$ cat config.mk
export PLATFORM = sky130hd
export DESIGN_NAME = sfcd_serial_flash_command_decoder
export DESIGN_NICKNAME = d
export VERILOG_FILES = /design/src/common/sfcd_pkg.sv /design/src/sfcd_serial_flash_command_decoder.sv
export SDC_FILE = /design/constraint.sdc
export NUM_CORES = 1
export LEC_CHECK = 0
export BUFFER_PORTS_ARGS = -buffer_cell sky130_fd_sc_hd__buf_4
export CAP_MARGIN = 0
export CORE_UTILIZATION = 50
export CTS_CLUSTER_DIAMETER = 100
export CTS_CLUSTER_SIZE = 16
export DETAILED_ROUTE_END_ITERATION = 10
export GPL_TIMING_DRIVEN = 0
export PLACE_DENSITY_LB_ADDON = 0.25
export SETUP_SLACK_MARGIN = 0.02
export SLEW_MARGIN = 20
export SYNTH_ARGS = -nofsm -noshare
export SYNTH_HDL_FRONTEND = slang
export SYNTH_SLANG_ARGS = --single-unit
export TNS_END_PERCENT = 1
$ cat constraint.sdc
create_clock -name clock -period 4.55 [get_ports clock]
set_clock_uncertainty 0.15 [all_clocks]
set_input_delay 1.365 -clock clock [delete_from_list [all_inputs] [get_ports clock]]
set_output_delay 1.365 -clock clock [all_outputs]
set_load 0.1 [all_outputs]
$ cat src/common/sfcd_pkg.sv
// Function
// Every byte moves most significant bit first
// Dual output: odd bits lane1, even lane0
// Quad output: upper nibble first, lane n bit n+4
// Host sends dual address odd/even paired
// Host sends quad address nibbles, mode after
// Quad I/O read: four don't-care clocks first
// Host sends one to 256 program bytes
// Over 256 bytes wraps within same page
// Security register chosen by address bits 15..9
// Status and ID reads repeat while selected; after 15 bytes 05h sends bit 7 on every clock
// Status writes via 01h, 31h, 11h
// Status reads via 05h, 35h, 15h
// 50h volatile permit, 04h clears permit
// 06h sets write permit latch
// Host sets permit before modifying commands
// Permit command: select, eight bits, deselect
// 92h/94h identification over two/four lanes
// 4Bh, four dummy bytes, 128-bit unique number
// Modifying commands ignored without write permit
// Permit clears at reset and completion
// Volatile permit does not set latch
// Status reads accepted while busy
package sfcd_pkg;
  localparam logic [7:0] OP_WREN = 8'h06;
  localparam logic [7:0] OP_VWREN = 8'h50;
  localparam logic [7:0] OP_WRDI = 8'h04;
  localparam logic [7:0] OP_RDSR1 = 8'h05;
  localparam logic [7:0] OP_RDSR2 = 8'h35;
  localparam logic [7:0] OP_RDSR3 = 8'h15;
  localparam logic [7:0] OP_WRSR1 = 8'h01;
  localparam logic [7:0] OP_WRSR2 = 8'h31;
  localparam logic [7:0] OP_WRSR3 = 8'h11;
  localparam logic [7:0] OP_PP = 8'h02;
  localparam logic [7:0] OP_PP2 = 8'hA2;
  localparam logic [7:0] OP_PP4 = 8'h32;
  localparam logic [7:0] OP_SECPROG = 8'h42;
  localparam logic [7:0] OP_SECERASE = 8'h44;
  localparam logic [7:0] OP_SE = 8'h20;
  localparam logic [7:0] OP_BE32 = 8'h52;
  localparam logic [7:0] OP_BE64 = 8'hD8;
  localparam logic [7:0] OP_PE = 8'h81;
  localparam logic [7:0] OP_CE = 8'hC7;
  localparam logic [7:0] OP_ID2 = 8'h92;
  localparam logic [7:0] OP_ID4 = 8'h94;
  localparam logic [7:0] OP_UID = 8'h4B;
  localparam logic [7:0] SR1_RESET = 8'h00;
  localparam logic [7:0] SR2_RESET = 8'h00;
  localparam logic [7:0] SR3_RESET = 8'h00;
  localparam int WEL_BIT = 1;
  localparam int BUSY_BIT = 0;
  localparam logic [6:0] SEC1_SEL = 7'b0001000;
  localparam logic [6:0] SEC2_SEL = 7'b0010000;
  localparam logic [6:0] SEC3_SEL = 7'b0011000;
  localparam int PAGE_BYTES = 256;
  localparam int UID_DUMMY_BITS = 32;
  localparam int QIO_DUMMY_CLKS = 4;
  localparam int BUSY_NS = 2000;
  localparam int CLK_NS = 8;
  localparam int BUSY_CYC = BUSY_NS / CLK_NS;
  typedef enum logic [5:0] {
    ST_IDLE = 6'b000001,
    ST_CMD = 6'b000010,
    ST_ADDR = 6'b000100,
    ST_DUMMY = 6'b001000,
    ST_DATAIN = 6'b010000,
    ST_DATAOUT = 6'b100000
  } sfcd_state_t;
endpackage

$ cat src/sfcd_serial_flash_command_decoder.sv
`timescale 1ns/100ps
module sfcd_serial_flash_command_decoder import sfcd_pkg::*; #(
  parameter int BUSY_CYCLES = BUSY_CYC,
  parameter logic [127:0] UNIQUE_ID = 128'h0123456789ABCDEF0123456789ABCDEF,
  parameter logic [7:0] ID_MFR = 8'h5A,
  parameter logic [7:0] ID_DEV = 8'h10
) (
  input wire logic clock,
  input wire logic nrst,
  input wire logic csN,
  input wire logic sclk,
  input wire logic [3:0] ioIn,
  output logic [3:0] ioOut,
  output logic [3:0] ioOe,
  output logic [7:0] statusReg1,
  output logic [7:0] statusReg2,
  output logic [7:0] statusReg3,
  output logic progStrobe,
  output logic [23:0] progAddr,
  output logic [7:0] progData,
  output logic [1:0] secRegSel,
  output logic eraseStrobe,
  output logic [7:0] eraseOp,
  output logic [23:0] eraseAddr
);
  // Pin synchronisers, two back stages must agree
  logic [2:0] csS_q, csS_d, ckS_q, ckS_d;
  logic [3:0] ioS1_q, ioS2_q, ioS3_q;
  logic csLvl_q, csLvl_d, ckLvl_q, ckLvl_d;
  logic [3:0] ioLvl_q, ioLvl_d;

  sfcd_state_t st_q, st_d;
  logic [7:0] op_q, op_d;
  logic [7:0] sh_q, sh_d;
  logic [5:0] bitCnt_q, bitCnt_d;
  logic [23:0] addr_q, addr_d;
  logic [8:0] byteCnt_q, byteCnt_d;
  logic [1:0] lanes_q, lanes_d;
  logic [127:0] outSh_q, outSh_d;
  logic [7:0] sr1_q, sr1_d, sr2_q, sr2_d, sr3_q, sr3_d;
  logic [7:0] wb1_q, wb1_d, wb2_q, wb2_d;
  logic wel_q, wel_d, vwe_q, vwe_d;
  logic [15:0] busyCnt_q, busyCnt_d;
  logic [3:0] ioOut_q, ioOut_d, ioOe_q, ioOe_d;
  logic pStb_q, pStb_d, eStb_q, eStb_d;
  logic [23:0] pAddr_q, pAddr_d;
  logic [7:0] pData_q, pData_d, eOp_q, eOp_d;
  logic [23:0] eAddr_q, eAddr_d;
  logic [1:0] sec_q, sec_d;

  logic rise, fall, csEnd, csStart, busy;

  function automatic logic [1:0] laneLog(input logic [7:0] op);
    if (op == OP_PP4 || op == OP_ID4) laneLog = 2'h2;
    else if (op == OP_PP2 || op == OP_ID2) laneLog = 2'h1;
    else laneLog = 2'h0;
  endfunction

  function automatic logic needsWel(input logic [7:0] op);
    needsWel = op == OP_PP || op == OP_PP2 || op == OP_PP4 || op == OP_SECPROG ||
               op == OP_SECERASE || op == OP_SE || op == OP_BE32 || op == OP_BE64 ||
               op == OP_PE || op == OP_CE || op == OP_WRSR1 || op == OP_WRSR2 ||
               op == OP_WRSR3;
  endfunction

  always_comb begin
    csS_d = {csS_q[1:0], csN};
    ckS_d = {ckS_q[1:0], sclk};
    csLvl_d = (csS_q[1] == csS_q[2]) ? csS_q[2] : csLvl_q;
    ckLvl_d = (ckS_q[1] == ckS_q[2]) ? ckS_q[2] : ckLvl_q;
    for (int i = 0; i < 4; i++) begin
      ioLvl_d[i] = (ioS2_q[i] == ioS3_q[i]) ? ioS3_q[i] : ioLvl_q[i];
    end
  end

  always_ff @(posedge clock or negedge nrst) begin
    if (!nrst) begin
      csS_q <= 3'h7;
      ckS_q <= 3'h0;
      ioS1_q <= 4'h0;
      ioS2_q <= 4'h0;
      ioS3_q <= 4'h0;
      csLvl_q <= 1'b1;
      ckLvl_q <= 1'b0;
      ioLvl_q <= 4'h0;
    end else begin
      csS_q <= csS_d;
      ckS_q <= ckS_d;
      ioS1_q <= ioIn;
      ioS2_q <= ioS1_q;
      ioS3_q <= ioS2_q;
      csLvl_q <= csLvl_d;
      ckLvl_q <= ckLvl_d;
      ioLvl_q <= ioLvl_d;
    end
  end

  assign rise = !csLvl_q && !ckLvl_q && ckLvl_d;
  assign fall = !csLvl_q && ckLvl_q && !ckLvl_d;
  assign csEnd = !csLvl_q && csLvl_d;
  assign csStart = csLvl_q && !csLvl_d;
  assign busy = busyCnt_q != 16'h0000;

  always_comb begin
    logic [7:0] nb;
    logic [3:0] nibIn;
    logic [5:0] step;
    nb = sh_q;
    nibIn = ioLvl_d;
    step = 6'(1) << lanes_q;
    st_d = st_q;
    op_d = op_q;
    sh_d = sh_q;
    bitCnt_d = bitCnt_q;
    addr_d = addr_q;
    byteCnt_d = byteCnt_q;
    lanes_d = lanes_q;
    outSh_d = outSh_q;
    sr1_d = sr1_q;
    sr2_d = sr2_q;
    sr3_d = sr3_q;
    wb1_d = wb1_q;
    wb2_d = wb2_q;
    wel_d = wel_q;
    vwe_d = vwe_q;
    busyCnt_d = busy ? busyCnt_q - 16'h0001 : busyCnt_q;
    ioOut_d = ioOut_q;
    ioOe_d = ioOe_q;
    pStb_d = 1'b0;
    eStb_d = 1'b0;
    pAddr_d = pAddr_q;
    pData_d = pData_q;
    eOp_d = eOp_q;
    eAddr_d = eAddr_q;
    sec_d = sec_q;
    if (busy && busyCnt_q == 16'h0001) wel_d = 1'b0;
    if (csStart) begin
      st_d = ST_CMD;
      op_d = 8'h00;
      bitCnt_d = 6'h00;
      lanes_d = 2'h0;
      byteCnt_d = 9'h000;
    end
    if (rise) begin
      // Shift in at rising edges, MSB first
      unique case (lanes_q)
        2'h2: nb = {sh_q[3:0], nibIn};
        2'h1: nb = {sh_q[5:0], nibIn[1:0]};
        default: nb = {sh_q[6:0], nibIn[0]};
      endcase
      sh_d = nb;
      bitCnt_d = bitCnt_q + step;
      unique case (st_q)
        ST_CMD: if (bitCnt_q == 6'd7) begin
          op_d = nb;
          bitCnt_d = 6'h00;
          if (busy && nb != OP_RDSR1 && nb != OP_RDSR2 && nb != OP_RDSR3) begin
            st_d = ST_IDLE;
          end else begin
            unique case (nb)
              OP_WREN, OP_VWREN, OP_WRDI, OP_CE: st_d = ST_IDLE;
              OP_RDSR1: begin st_d = ST_DATAOUT; outSh_d = {16{sr1_q}}; end
              OP_RDSR2: begin st_d = ST_DATAOUT; outSh_d = {16{sr2_q}}; end
              OP_RDSR3: begin st_d = ST_DATAOUT; outSh_d = {16{sr3_q}}; end
              OP_UID: begin st_d = ST_DUMMY; outSh_d = UNIQUE_ID; end
              OP_WRSR1, OP_WRSR2, OP_WRSR3: st_d = ST_DATAIN;
              default: begin st_d = ST_ADDR; lanes_d = laneLog(nb) & {1'b1, nb[4]}; end
            endcase
          end
        end
        ST_ADDR: begin
          // Address then mode bits on 1, 2 or 4 lanes
          if (bitCnt_q < 6'd24) begin
            unique case (lanes_q)
              2'h2: addr_d = {addr_q[19:0], nibIn};
              2'h1: addr_d = {addr_q[21:0], nibIn[1:0]};
              default: addr_d = {addr_q[22:0], nibIn[0]};
            endcase
          end
          if ((op_q == OP_ID2 || op_q == OP_ID4) ? bitCnt_d == 6'd32 : bitCnt_d == 6'd24) begin
            bitCnt_d = 6'h00;
            if (op_q == OP_ID2 || op_q == OP_ID4) begin
              outSh_d = {8{addr_q[0] ? ID_DEV : ID_MFR, addr_q[0] ? ID_MFR : ID_DEV}};
              st_d = (op_q == OP_ID4) ? ST_DUMMY : ST_DATAOUT;
            end else if (op_q == OP_SECERASE || op_q == OP_SE || op_q == OP_BE32 ||
                         op_q == OP_BE64 || op_q == OP_PE) begin
              st_d = ST_IDLE;
            end else begin
              st_d = ST_DATAIN;
              lanes_d = laneLog(op_q) & {1'b1, op_q != OP_ID2};
            end
          end
        end
        ST_DUMMY: begin
          lanes_d = lanes_q;
          if (bitCnt_d == ((op_q == OP_UID) ? 6'(UID_DUMMY_BITS) : 6'(QIO_DUMMY_CLKS * 4))) begin
            st_d = ST_DATAOUT;
            bitCnt_d = 6'h00;
          end
        end
        ST_DATAIN: if (bitCnt_d[2:0] == 3'h0 && bitCnt_d != bitCnt_q) begin
          bitCnt_d = 6'h00;
          byteCnt_d = byteCnt_q + 9'h001;
          if (op_q == OP_WRSR1 && byteCnt_q == 9'h000) wb1_d = nb;
          else wb2_d = nb;
          if (needsWel(op_q) && wel_q && (op_q == OP_PP || op_q == OP_PP2 ||
              op_q == OP_PP4 || op_q == OP_SECPROG)) begin
            pStb_d = 1'b1;
            pData_d = nb;
            // Low byte wraps within the page
            pAddr_d = {addr_q[23:8], addr_q[7:0] + byteCnt_q[7:0]};
            sec_d = (addr_q[15:9] == SEC1_SEL) ? 2'h1 : (addr_q[15:9] == SEC2_SEL) ? 2'h2 :
                    (addr_q[15:9] == SEC3_SEL) ? 2'h3 : 2'h0;
          end
        end
        default: ;
      endcase
    end
    if (fall && st_q == ST_DATAOUT) begin
      // Lane mapping, MSB first, value repeats, for 05h only 15 bytes
      ioOe_d = (lanes_q == 2'h2) ? 4'hF : (lanes_q == 2'h1) ? 4'h3 : 4'h2;
      unique case (lanes_q)
        2'h2: begin ioOut_d = outSh_q[127:124]; outSh_d = {outSh_q[123:0], outSh_q[127:124]}; end
        2'h1: begin ioOut_d = {2'h0, outSh_q[127:126]}; outSh_d = {outSh_q[125:0], outSh_q[127:126]}; end
        default: begin ioOut_d = {2'h0, outSh_q[127], 1'b0}; outSh_d = {outSh_q[126:0], outSh_q[127]}; end
      endcase
      if (op_q == OP_RDSR1) outSh_d[7:0] = sr1_q;
    end
    if (csEnd) begin
      st_d = ST_IDLE;
      ioOe_d = 4'h0;
      ioOut_d = 4'h0;
      if (bitCnt_q == 6'h00 && !busy) begin
        unique case (op_q)
          OP_WREN: if (st_q == ST_IDLE) wel_d = 1'b1;
          OP_WRDI: if (st_q == ST_IDLE) wel_d = 1'b0;
          OP_VWREN: if (st_q == ST_IDLE) vwe_d = 1'b1;
          default: ;
        endcase
        if (needsWel(op_q) && (wel_q || vwe_q)) begin
          if (op_q == OP_WRSR1 && byteCnt_q != 9'h000 && byteCnt_q < 9'h003) begin
            sr1_d = {wb1_q[7:2], sr1_q[1:0]};
            if (byteCnt_q == 9'h002) sr2_d = wb2_q;
            busyCnt_d = 16'(BUSY_CYCLES);
          end else if ((op_q == OP_WRSR2 || op_q == OP_WRSR3) && byteCnt_q == 9'h001) begin
            if (op_q == OP_WRSR2) sr2_d = wb2_q;
            else sr3_d = wb2_q;
            busyCnt_d = 16'(BUSY_CYCLES);
          end else if (wel_q && op_q != OP_WRSR1 && op_q != OP_WRSR2 && op_q != OP_WRSR3) begin
            busyCnt_d = 16'(BUSY_CYCLES);
            if (st_q == ST_IDLE && op_q != OP_CE) begin
              eStb_d = 1'b1;
              eOp_d = op_q;
              eAddr_d = addr_q;
            end else if (op_q == OP_CE) begin
              eStb_d = 1'b1;
              eOp_d = op_q;
            end
          end
          vwe_d = 1'b0;
        end
      end
    end
    sr1_d[WEL_BIT] = wel_d;
    sr1_d[BUSY_BIT] = busyCnt_d != 16'h0000;
  end

  always_ff @(posedge clock or negedge nrst) begin
    if (!nrst) begin
      st_q <= ST_IDLE;
      op_q <= 8'h00;
      sh_q <= 8'h00;
      bitCnt_q <= 6'h00;
      addr_q <= 24'h000000;
      byteCnt_q <= 9'h000;
      lanes_q <= 2'h0;
      outSh_q <= 128'h0;
      sr1_q <= SR1_RESET;
      sr2_q <= SR2_RESET;
      sr3_q <= SR3_RESET;
      wb1_q <= 8'h00;
      wb2_q <= 8'h00;
      wel_q <= 1'b0;
      vwe_q <= 1'b0;
      busyCnt_q <= 16'h0000;
      ioOut_q <= 4'h0;
      ioOe_q <= 4'h0;
      pStb_q <= 1'b0;
      eStb_q <= 1'b0;
      pAddr_q <= 24'h000000;
      pData_q <= 8'h00;
      eOp_q <= 8'h00;
      eAddr_q <= 24'h000000;
      sec_q <= 2'h0;
    end else begin
      st_q <= st_d;
      op_q <= op_d;
      sh_q <= sh_d;
      bitCnt_q <= bitCnt_d;
      addr_q <= addr_d;
      byteCnt_q <= byteCnt_d;
      lanes_q <= lanes_d;
      outSh_q <= outSh_d;
      sr1_q <= sr1_d;
      sr2_q <= sr2_d;
      sr3_q <= sr3_d;
      wb1_q <= wb1_d;
      wb2_q <= wb2_d;
      wel_q <= wel_d;
      vwe_q <= vwe_d;
      busyCnt_q <= busyCnt_d;
      ioOut_q <= ioOut_d;
      ioOe_q <= ioOe_d;
      pStb_q <= pStb_d;
      eStb_q <= eStb_d;
      pAddr_q <= pAddr_d;
      pData_q <= pData_d;
      eOp_q <= eOp_d;
      eAddr_q <= eAddr_d;
      sec_q <= sec_d;
    end
  end

  assign ioOut = ioOut_q;
  assign ioOe = ioOe_q;
  assign statusReg1 = sr1_q;
  assign statusReg2 = sr2_q;
  assign statusReg3 = sr3_q;
  assign progStrobe = pStb_q;
  assign progAddr = pAddr_q;
  assign progData = pData_q;
  assign secRegSel = sec_q;
  assign eraseStrobe = eStb_q;
  assign eraseOp = eOp_q;
  assign eraseAddr = eAddr_q;
endmodule // sfcd_serial_flash_command_decoder

## Yosys cells after proc, flatten, opt, wreduce, memory -nomap -nowiden

Cells that the tools add are included.
W data, S select, Z words.

- Bits in writable memories: 0
- Bits in latches: 0
- Output and inout port bits: 100
- Memories kept: 0
- Word-level logic and storage cells: 321
- Input bits: 8
- Register bits after elaboration: 348
- ROM bits: 0

- Divide/modulo/power cells: 0
- Mux-type cells: 117
- Shift operators: 1
- Reduce and logical (&&, ||, !) cells: 82
- $lt $le $gt $ge: 2
- $mul: 0
- Bitwise gates (word level): 6
- Eq/ne operators: 75
- Add/sub/neg operators: 4

Operators by type and width:

| kind | number |
|---|---|
| $mux W128 | 6 |
| $pmux W128 S2 | 2 |
| $pmux W128 S4 | 1 |
| $mux W16 | 7 |
| $mux W6 | 16 |
| $mux W8 | 12 |
| $eq A8 B8 Y1 const B | 10 |
| $eq A8 B7 Y1 const B | 7 |
| $eq A8 B3 Y1 const B | 6 |
| $eq A8 B6 Y1 const B | 6 |
| $pmux W24 S2 | 1 |
| $pmux W6 S4 | 2 |
| $mux W2 | 23 |
| $mux W9 | 4 |
| $reduce_bool A16 Y1 | 2 |
| $mux W1 | 30 |
| $eq A8 B5 Y1 const B | 3 |
| $logic_and A1 B1 Y1 | 24 |
| $logic_or A1 B1 Y1 | 23 |
| $reduce_and A7 Y1 | 3 |
| $mux W4 | 5 |
| $reduce_and A4 Y1 | 5 |
| $pmux W6 S3 | 1 |
| $eq A16 B1 Y1 const B | 1 |
| other kinds (53) | 87 |

## Logic depth before layout (Yosys ltp)

Gate-level depths: netlist (run 1).

- Word-level depth: 19
- Mapped depth: 18
- Mapped depth without buffers: 12

## Least setup slack after synthesis (run 1)

No wires, ideal clock.

- Path kind: register -> register
- Start point: register lanes_q[1]
- End point: register outSh_q[110]
- Arrival time: 4009 ps
- Cell stages (with the launch flop): 17
- Buffers on the path: 5
- Clock period less this slack: 4225 ps
- Setup time: 66 ps
- Path slack: 325 ps
- Data required time: 4334 ps
- Cells stage by stage: dfrtp_1 inv_1 ha_1 buf_2 buf_2 buf_1 clkbuf_1 inv_1 fa_1 nand2b_1 a221oi_1 a2bb2oi_1 nor4_1 o21a_1 o21ai_1 clkbuf_1 a211o_1

- Cells in the longest elaborated chain, start to end: 10
- Elaborated cells between the ends (all ways): 30
- Classes of those cells: add/sub (1); eq/ne (14); shift (1); mux (10); reduce/logical (4)

RTL lines:

| what | RTL line | text |
|---|---|---|
| start: declaration | sfcd_serial_flash_command_decoder.sv:38 | `logic [1:0] lanes_q, lanes_d;` |
| start signal: assignment | sfcd_serial_flash_command_decoder.sv:302 | `lanes_q <= lanes_d;` |
| $eq A2 B1 Y1 / $eq A2 B2 Y1 (equally long branches) | sfcd_serial_flash_command_decoder.sv:146, sfcd_serial_flash_command_decoder.sv:222 |  |
| $pmux W8 S2 | sfcd_serial_flash_command_decoder.sv:146 | `unique case (lanes_q)` |
| $mux W8 | sfcd_serial_flash_command_decoder.sv:144 | `if (rise) begin` |
| $eq A8 B7 Y1 (tied with other cells) | sfcd_serial_flash_command_decoder.sv:160 | `unique case (nb)` |
| $pmux W128 S4 | sfcd_serial_flash_command_decoder.sv:160 |  |
| $mux W128 | sfcd_serial_flash_command_decoder.sv:157 | `if (busy && nb != OP_RDSR1 && nb != OP_RDSR2 && nb != OP_RDSR3) begin` |
| $mux W128 | sfcd_serial_flash_command_decoder.sv:154 | `ST_CMD: if (bitCnt_q == 6'd7) begin` |
| $pmux W128 S2 | sfcd_serial_flash_command_decoder.sv:153 | `unique case (st_q)` |
| $mux W128 | sfcd_serial_flash_command_decoder.sv:144 |  |
| $mux W128 | sfcd_serial_flash_command_decoder.sv:219 | `if (fall && st_q == ST_DATAOUT) begin` |
| end signal: assignment | sfcd_serial_flash_command_decoder.sv:303 | `outSh_q <= outSh_d;` |
| end: declaration | sfcd_serial_flash_command_decoder.sv:39 | `logic [127:0] outSh_q, outSh_d;` |

Parallel ways exist; a longest one is shown, timed or not. The select of a mux whose other input is x is not followed.
A chain may end at the register's enable or synchronous reset.

## Worst setup path in the final report (run 1)

- Start point: register lanes_q[1]
- End point: register outSh_q[29]

Same word-level chain as after synthesis.

==> impl_results.md, run 1 <==
* Final Hold Fails at 0
* DR vias at approximately 17000
* DR DRC count at 0
* Top-count cell post-synth: dfrtp_1
* Post-synth top flop: dfrtp_1
* CP Max Fanout at 10
* Met3 Usage GRT at 0.0701
* Skew-Pair Late Insertion Delay at 0.58 ns
* Hold endpoint: csS_q[1]
* Min cycle time layout at between 4 and 5 ns
* TritonCTS buffer count at 25
* Initial Util at 0.506
* R2R Path Start: lanes_q[1]
* All-Layer GR Usage at 0.318
* Reg2Reg Setup Slack at between 0.1 and 0.15 ns
* Final WL at ~60 mm
* Period utilization at 0.969
* Via density at about 6.8
* GR Util met1 at 0.470
* Initial antenna violation count at 0
* Critical path class: register to register
* Num ports at 108
* Worst setup margin at roughly 0.14 ns
* Post-DR wirelength/cell at 23.7 um
* Largest net degree at the start of global routing at 90
* Post-synth top cells: 339 x dfrtp_1, 208 x nand2_1, 168 x nor2_1, 146 x o21ai_0, 132 x clkbuf_1
* Worst Hold Depth at 0
* Worst EP arrival at 4.64 ns
* # rows at 70
* Post-synthesis register bit count at 344
* Reg2reg path depth at 12
* H-tree depth at 1
* Die span in y at 194 um
* Slew HR at 0.317
* Vias in the first global route at between 15000 and 20000
* FFs w/ async S/R, synth at 1.00
* Post-Synthesis Net Count at between 1500 and 2000
* DPL Wire Length at between 40 and 50 mm
* Synth area leader: dfrtp_1
* Min-delay src: csS_q[0]
* Grt ovf at 0
* Clock Tree Root: clkbuf_16
* Actual slew at the worst max-slew pin at approximately 1.0 ns
* Cts hold-fix bufs at 0
* Combinational Power Share at 0.106
* Post-Synthesis Cells at approximately 1900
* Core Footprint at 36500 um^2
* Hold Crit Class: register to register
* # diodes at 0
* Final slew viol count at 0
* Top-area cell type share of the netlist area at 0.459
* Avg Cell Area, Syn at 9.68 um^2
* Fin nets at 2084
* Fill count at roughly 3200
* Crit end category: register
* GR peak layer: met1
* EDFF count, synth at 0
* DRT iter0 DRCs at ~2200
* Yosys cell types at 87
* Gpl congestion at 0.967
* First-pass GRT wire length at roughly 95 mm
* CP Launch Type: register
* Crit path required time at ~4.8 ns
* Max-cap check violation count at 0
* Part of the power in registers at 0.538
* Die Width at 194 um
* Yosys warnings at 0
* Layout overhead on the synthesized area at 13.1%
* Synthesized area at between 15000 and 20000 um^2
* Net Switching at 0.00158 W
* Maximum root-to-sink buffer count at 3
* Worst slack, placed at -1.30 ns
* Num Clock Sinks at around 340
* Final antenna-violating net count at 0
* RSZ-0062 raised after global routing: true
* Setup total negative slack at 0 ns
* Leading post-synthesis cells by cell area: dfrtp_1 46%, a221oi_1 5.3%, nand2_1 4.2%
* Layout cells sized above 1 at 0.146
* Met2 Usage GRT at 0.451
* Setup Viol. Count Final at 0
* Peak supply drop at roughly 0.27 mV
* Clock Pin Slew Worst Setup and Hold Paths at 0.08 ns
* Port bufs at between 100 and 150
* Register area share after synthesis at 0.466
* DR pass1 iterations at 6
* Fmax at about 230 MHz
* Status: complete, no violations
* Switching Fraction at 0.269
* Die area at between 30000 and 40000 um^2
* Clock power frac at 0.356
* LEAKAGE at slightly above 9 nW
* CTS tree: yes
* RR Endpoint: outSh_q[29]
* Power per cell area at between 200 and 300 nW/um^2
* Internal power at between 0.004 and 0.005 W
## per-stage QoR
stage / hold WS, ns / power, W / util / instance area [um^2] / cells
after global placement: 0.184 / 0.00378 / 0.544 / 19900 / 2484
after floorplan: 0.181 / 0.00355 / - / 18500 / 1909
after global routing: 0.216 / 0.00605 / 0.572 / 20900 / 2528
after CTS: 0.207 / 0.00588 / 0.571 / 20800 / 2529
after detailed placement: 0.193 / 0.00380 / 0.548 / 20000 / 2489
final: 0.208 / 0.00587 / 0.572 / 20900 / 2528
## worst max-delay path, cell delays in order (launching register included)
cell and delay (ns):
dfrtp_1 0.46, inv_1 0.15, ha_1 0.29, buf_2 0.18, buf_2 0.24, buf_2 0.31
mux2i_2 0.49, nand3_1 0.18, or3_1 0.41, clkbuf_1 0.26, and3_1 0.25, o21ai_2 0.57
o21ai_0 0.25
## power groups by stage
stage | clock (W) | sequential, W | combinational [W]
after floorplan | 0 | 0.00320 | 0.000355
after global placement | 0 | 0.00321 | 0.000571
after detailed placement | 0 | 0.00321 | 0.000590
after CTS | 0.00212 | 0.00315 | 0.000602
after global routing | 0.00222 | 0.00317 | 0.000665
final | 0.00209 | 0.00316 | 0.000619
## worst max path at each step
stage	end	startpoint	slack, ns
2_1_floorplan	outSh_q[110]	lanes_q[1]	0.32
3_3_place_gp	outSh_q[86]	lanes_q[1]	-1.54
3_5_place_dp	outSh_q[91]	lanes_q[1]	-1.30
4_1_cts	outSh_q[30]	lanes_q[1]	0.03
5_1_grt	progAddr[18]	lanes_q[1]	-0.01
6_report	outSh_q[29]	lanes_q[1]	0.14
## flip-flops by register name (all words and copies together), names as in the netlist, 7 cells and up
register	count
outSh_q	128
addr_q	24
eraseAddr	24
progAddr	24
busyCnt_q	16
byteCnt_q	9
eraseOp	8
op_q	8
progData	8
statusReg1	8
statusReg2	8
statusReg3	8
wb2_q	8
sh_q	7
## layout by cell type, fill, tap and decap left out, types with 14 or more instances in the layout
master | synthesis | final
xnor2_1 | 17 | 17
dfrtp_1 | 339 | 339
o21ai_0 | 146 | 145
a211o_1 | 21 | 21
nor4_1 | 19 | 18
buf_4 | 7 | 120
nor2_1 | 168 | 167
o211ai_1 | 80 | 80
clkbuf_1 | 132 | 129
nand2_1 | 208 | 207
inv_1 | 25 | 25
buf_2 | 14 | 14
mux2_2 | 69 | 69
ha_1 | 22 | 22
nand3_1 | 39 | 39
a221oi_1 | 112 | 112
nand4_1 | 16 | 16
a221o_1 | 39 | 39
a311o_1 | 38 | 38
clkbuf_16 | 0 | 25
nor3_1 | 77 | 77
a21oi_1 | 40 | 39
o31ai_1 | 27 | 27
## per-layer routing
| metal | share of wire | wire (um) | vias to the layer above |
|---|---|---|---|
| met5 | 0 | 0 | - |
| met4 | 0.040 | 2390 | 0 |
| met3 | 0.10 | 6160 | 167 |
| met2 | 0.42 | 25300 | 1024 |
| met1 | 0.43 | 26000 | 8420 |
| li1 | - | - | 7519 |
## area by class of cell
type                       count  area (um^2)  area share
clock inverter                 2         17.5    0.000838
tap                          468          586      0.0280
sequential                   344         8610       0.412
inverter                      26         97.6     0.00467
clock buffer                  33          656      0.0314
buffer                       163          717      0.0343
timing repair buffer         119          981      0.0469
multi-input combinational   1373         9230       0.442
## cell families (layout without fill, tap and decap cells)
| group | after synthesis | in the layout | share of synthesized area |
|---|---|---|---|
| multiplexers | 81 | 81 | 0.0486 |
| flip-flops | 344 | 344 | 0.466 |
| AO/OA/AOI/OAI | 604 | 604 | 0.245 |
| adder cells (fa/ha/maj) | 28 | 28 | 0.0193 |
| AND/OR/NAND/NOR | 631 | 631 | 0.165 |
| XOR/XNOR | 29 | 29 | 0.0137 |
| buffers and inverters | 192 | 343 | 0.0426 |
## what timing repair did
item | CTS | global route
resized for setup | 29 | 18
pin swaps | 4 | 4
buffers inserted | 6 | 1
endpoints found under the setup margin | 198 | 154
Note: power is estimated with default switching activity, not from simulation.
==> inputs of run 2 (changes only) <==
ABC_AREA = 1   (was unset)
==> impl_results.md, run 2 <==
* Worst Hold Depth at 0 (unchanged)
* Post-CTS Setup Bufs at 0 (-6)
* Setup Viol. Count Final at 0 (unchanged)
* Clock Pin Slew Worst Setup and Hold Paths at 0.07 ns (about the same)
* Crit path required time at 4.79 ns (about the same)
* Top-area cell type share of the netlist area at 0.442 (-0.0172)
* Initial antenna violation count at 0 (unchanged)
* Worst setup margin at 0.226 ns (+0.0846 ns)
* All-Layer GR Usage at 0.300 (-0.0174)
* LEAKAGE at 10.2 nW (+11%)
* Num ports at 108 (unchanged)
* Num Clock Sinks at 344 (unchanged)
* Synth area leader: dfrtp_1
* Die span in y at 198 um (+1.9%)
* Crit end category: register
* Peak supply drop at 0.254 mV (-5.8%)
* Power per cell area at 274 nW/um^2 (-2.5%)
* DPL Wire Length at 41.8 mm (-1.2%)
* Die area at 39200 um^2 (+3.9%)
* Critical path class: register to register
* Post-Synthesis Net Count at 2649 (+36%)
* Die Width at 198 um (+1.9%)
* Register area share after synthesis at 0.448 (-0.0175)
* First-pass GRT wire length at 93.1 mm (-1.8%)
* Final slew viol count at 0 (unchanged)
* Layout cells sized above 1 at 0.0833 (-0.0623)
* H-tree depth at 1 (unchanged)
* Yosys cell types at 48 (-45%)
* Status: complete, no violations
* Layout overhead on the synthesized area at 11.5%
* FFs w/ async S/R, synth at 1.00 (unchanged)
* # rows at 71 (+1.4%)
* DR pass1 iterations at 7 (+1)
* Core Util, Final at 0.567 (-0.00513)
* Skew-Pair Late Insertion Delay at 0.56 ns (-0.02 ns)
* DR vias at 18436 (+7.6%)
* DP Area at 20700 um^2 (+3.7%)
* CTS tree: yes
* Final Hold Fails at 0 (unchanged)
* Commonest non-fill, non-tap cell in the layout: nand2_1
* Worst EP arrival at 4.56 ns (-0.08 ns)
* Hold Crit Class: register to register
* TritonCTS buffer count at 25 (unchanged)
* Initial Util at 0.509 (+0.00260)
* Max-cap check violation count at 0 (unchanged)
* Fin nets at 2784 (+34%)
* Slew HR at 0.237 (-0.0798)
* Min cycle time layout at 4.32 ns (-0.0846 ns)
* Avg Cell Area, Syn at 7.34 um^2 (-24%)
* Post-synth top cells: 799 x nand2_1, 339 x dfrtp_1, 335 x inv_1, 259 x o21ai_0, 205 x nand3_1
* EDFF count, synth at 0 (unchanged)
* Core Footprint at 37800 um^2 (+3.4%)
* DR DRC count at 0 (unchanged)
* Worst slack, placed at -0.506 ns (+0.795 ns)
* Post-synth top flop: dfrtp_1
* Clock Tree Root: clkbuf_16
* Post-synthesis register bit count at 344 (unchanged)
* Actual slew at the worst max-slew pin at 1.14 ns (+0.123 ns)
* Yosys warnings at 0 (unchanged)
* CP Launch Type: register
* Number of flip-flops in the largest register at 128 (unchanged)
* CP Max Fanout at 27 (+17)
* Reg2reg path depth at 14 (+2)
* Leading post-synthesis cells by cell area: dfrtp_1 44%, nand2_1 16%, o21ai_0 6.7%
* Port bufs at 107 (unchanged)
* Top-count cell post-synth: nand2_1
* DRT iter0 DRCs at 1678 (-25%)
* Gpl congestion at 0.948 (-2.0%)
* # diodes at 0 (unchanged)
* Post-DR wirelength/cell at 17.7 um (-25%)
* Maximum root-to-sink buffer count at 3 (unchanged)
* Vias in the first global route at 17366 (+7.2%)
* Biggest register: outSh_q
* Post-Synthesis Cells at 2617 (+37%)
* Fmax at 231 MHz (+2.0%)
* Commonest non-fill, non-tap cells in the layout: 799 x nand2_1, 339 x dfrtp_1, 335 x inv_1
* Cts hold-fix bufs at 0 (unchanged)
* Final antenna-violating net count at 0 (unchanged)
* Post-route cell area at 21400 um^2 (+2.4%)
* Via density at 5.64 (-17%)
* Grt ovf at 0 (unchanged)
* Period utilization at 0.950 (-0.0186)
* RSZ-0062 raised after global routing: false
* Final WL at 58.0 mm (-3.2%)
* Largest net degree at the start of global routing at 99 (+10%)
* Synthesized area at 19200 um^2 (+3.9%)
[run 2: cell types whose count changed in the layout (fill, tap and decap cells not counted), sizes merged, moves of 39 or more]
cell and change:
o21ai +108, mux2 -64, nand3 +170, inv +320, o211ai -42, o22ai +126, nor3 -62, a221o -39
a221oi -111, nand2 +609
[run 2: what timing repair did]
| item | 4_1_cts | 5_1_grt |
|---|---|---|
| gates resized for setup | 0 | 1 |
| pin swaps | 0 | 0 |
| endpoints found under the setup margin | 184 | 8 |
[run 2: kinds of logic after synthesis]
group,synth area share
buf+inv,0.0979
simple gates,0.271
xor+xnor,0.00821
fa+ha+maj,0.0169
flops,0.448
mux,0.00352
compound gates,0.153
[run 2: critical path, cell delays in order (launching register included)]
cell	delay (ns)
dfrtp_1	0.38
inv_1	0.10
ha_1	0.32
buf_6	0.20
inv_2	0.49
fa_1	0.60
a21oi_1	0.16
o21ai_0	0.09
nor4_1	0.34
nand2_1	0.16
nand4_1	0.27
inv_1	0.10
nand2_1	0.29
clkbuf_1	0.32
o21ai_0	0.17
[run 2: path summary, 6_finish.rpt]
kind | slack, ns | to | from
hold reg to reg | 0.19 | ckS_q[1] | ckS_q[0]
setup reg to reg | 0.23 | wb2_q[7] | lanes_q[1]
max in group asynchronous | 2.32 | wb2_q[7] | nrst
hold / removal | 0.19 | ckS_q[1] | ckS_q[0]
min in group asynchronous | 0.59 | eraseAddr[12] | nrst
setup / recovery | 0.23 | wb2_q[7] | lanes_q[1]
[run 2: cell type report]
class | instances | area (um^2)
Multi-Input combinational cell | 1798 | 8720
Tap cell | 511 | 639
Fill cell | 3607 | 16300
Buffer | 127 | 574
Timing Repair Buffer | 110 | 893
Inverter | 346 | 1300
Sequential cell | 344 | 8610
Clock inverter | 2 | 17.5
Clock buffer | 33 | 656
[run 2: through the flow]
| step | total power (W) | TNS (ns) | cells | hold WS [ns] |
|---|---|---|---|---|
| 6_report | 0.00586 | 0 | 3271 | 0.193 |
| 4_1_cts | 0.00589 | 0 | 3271 | 0.197 |
| 2_1_floorplan | 0.00358 | 0 | 2617 | 0.181 |
| 5_1_grt | 0.00607 | 0 | 3271 | 0.212 |
| 3_5_place_dp | 0.00381 | -39.58 | 3238 | 0.186 |
| 3_3_place_gp | 0.00379 | -441.70 | 3235 | 0.184 |
[run 2: metal layers]
| metal | routed length [um] | vias up | part of all wire | GRT usage |
|---|---|---|---|---|
| li1 | - | 8780 | - | - |
| met1 | 25800 | 8734 | 0.44 | 0.428 |
| met2 | 25600 | 788 | 0.44 | 0.461 |
| met3 | 4350 | 134 | 0.075 | 0.0400 |
| met4 | 2230 | 0 | 0.038 | 0.123 |
| met5 | 0 | - | 0 | 0 |
[run 2: where the power goes]
group	internal [W]	total (W)	switching (W)
Clock	0.00100	0.00210	0.00109
Combinational	0.000144	0.000583	0.000439
Sequential	0.00313	0.00318	0.0000481
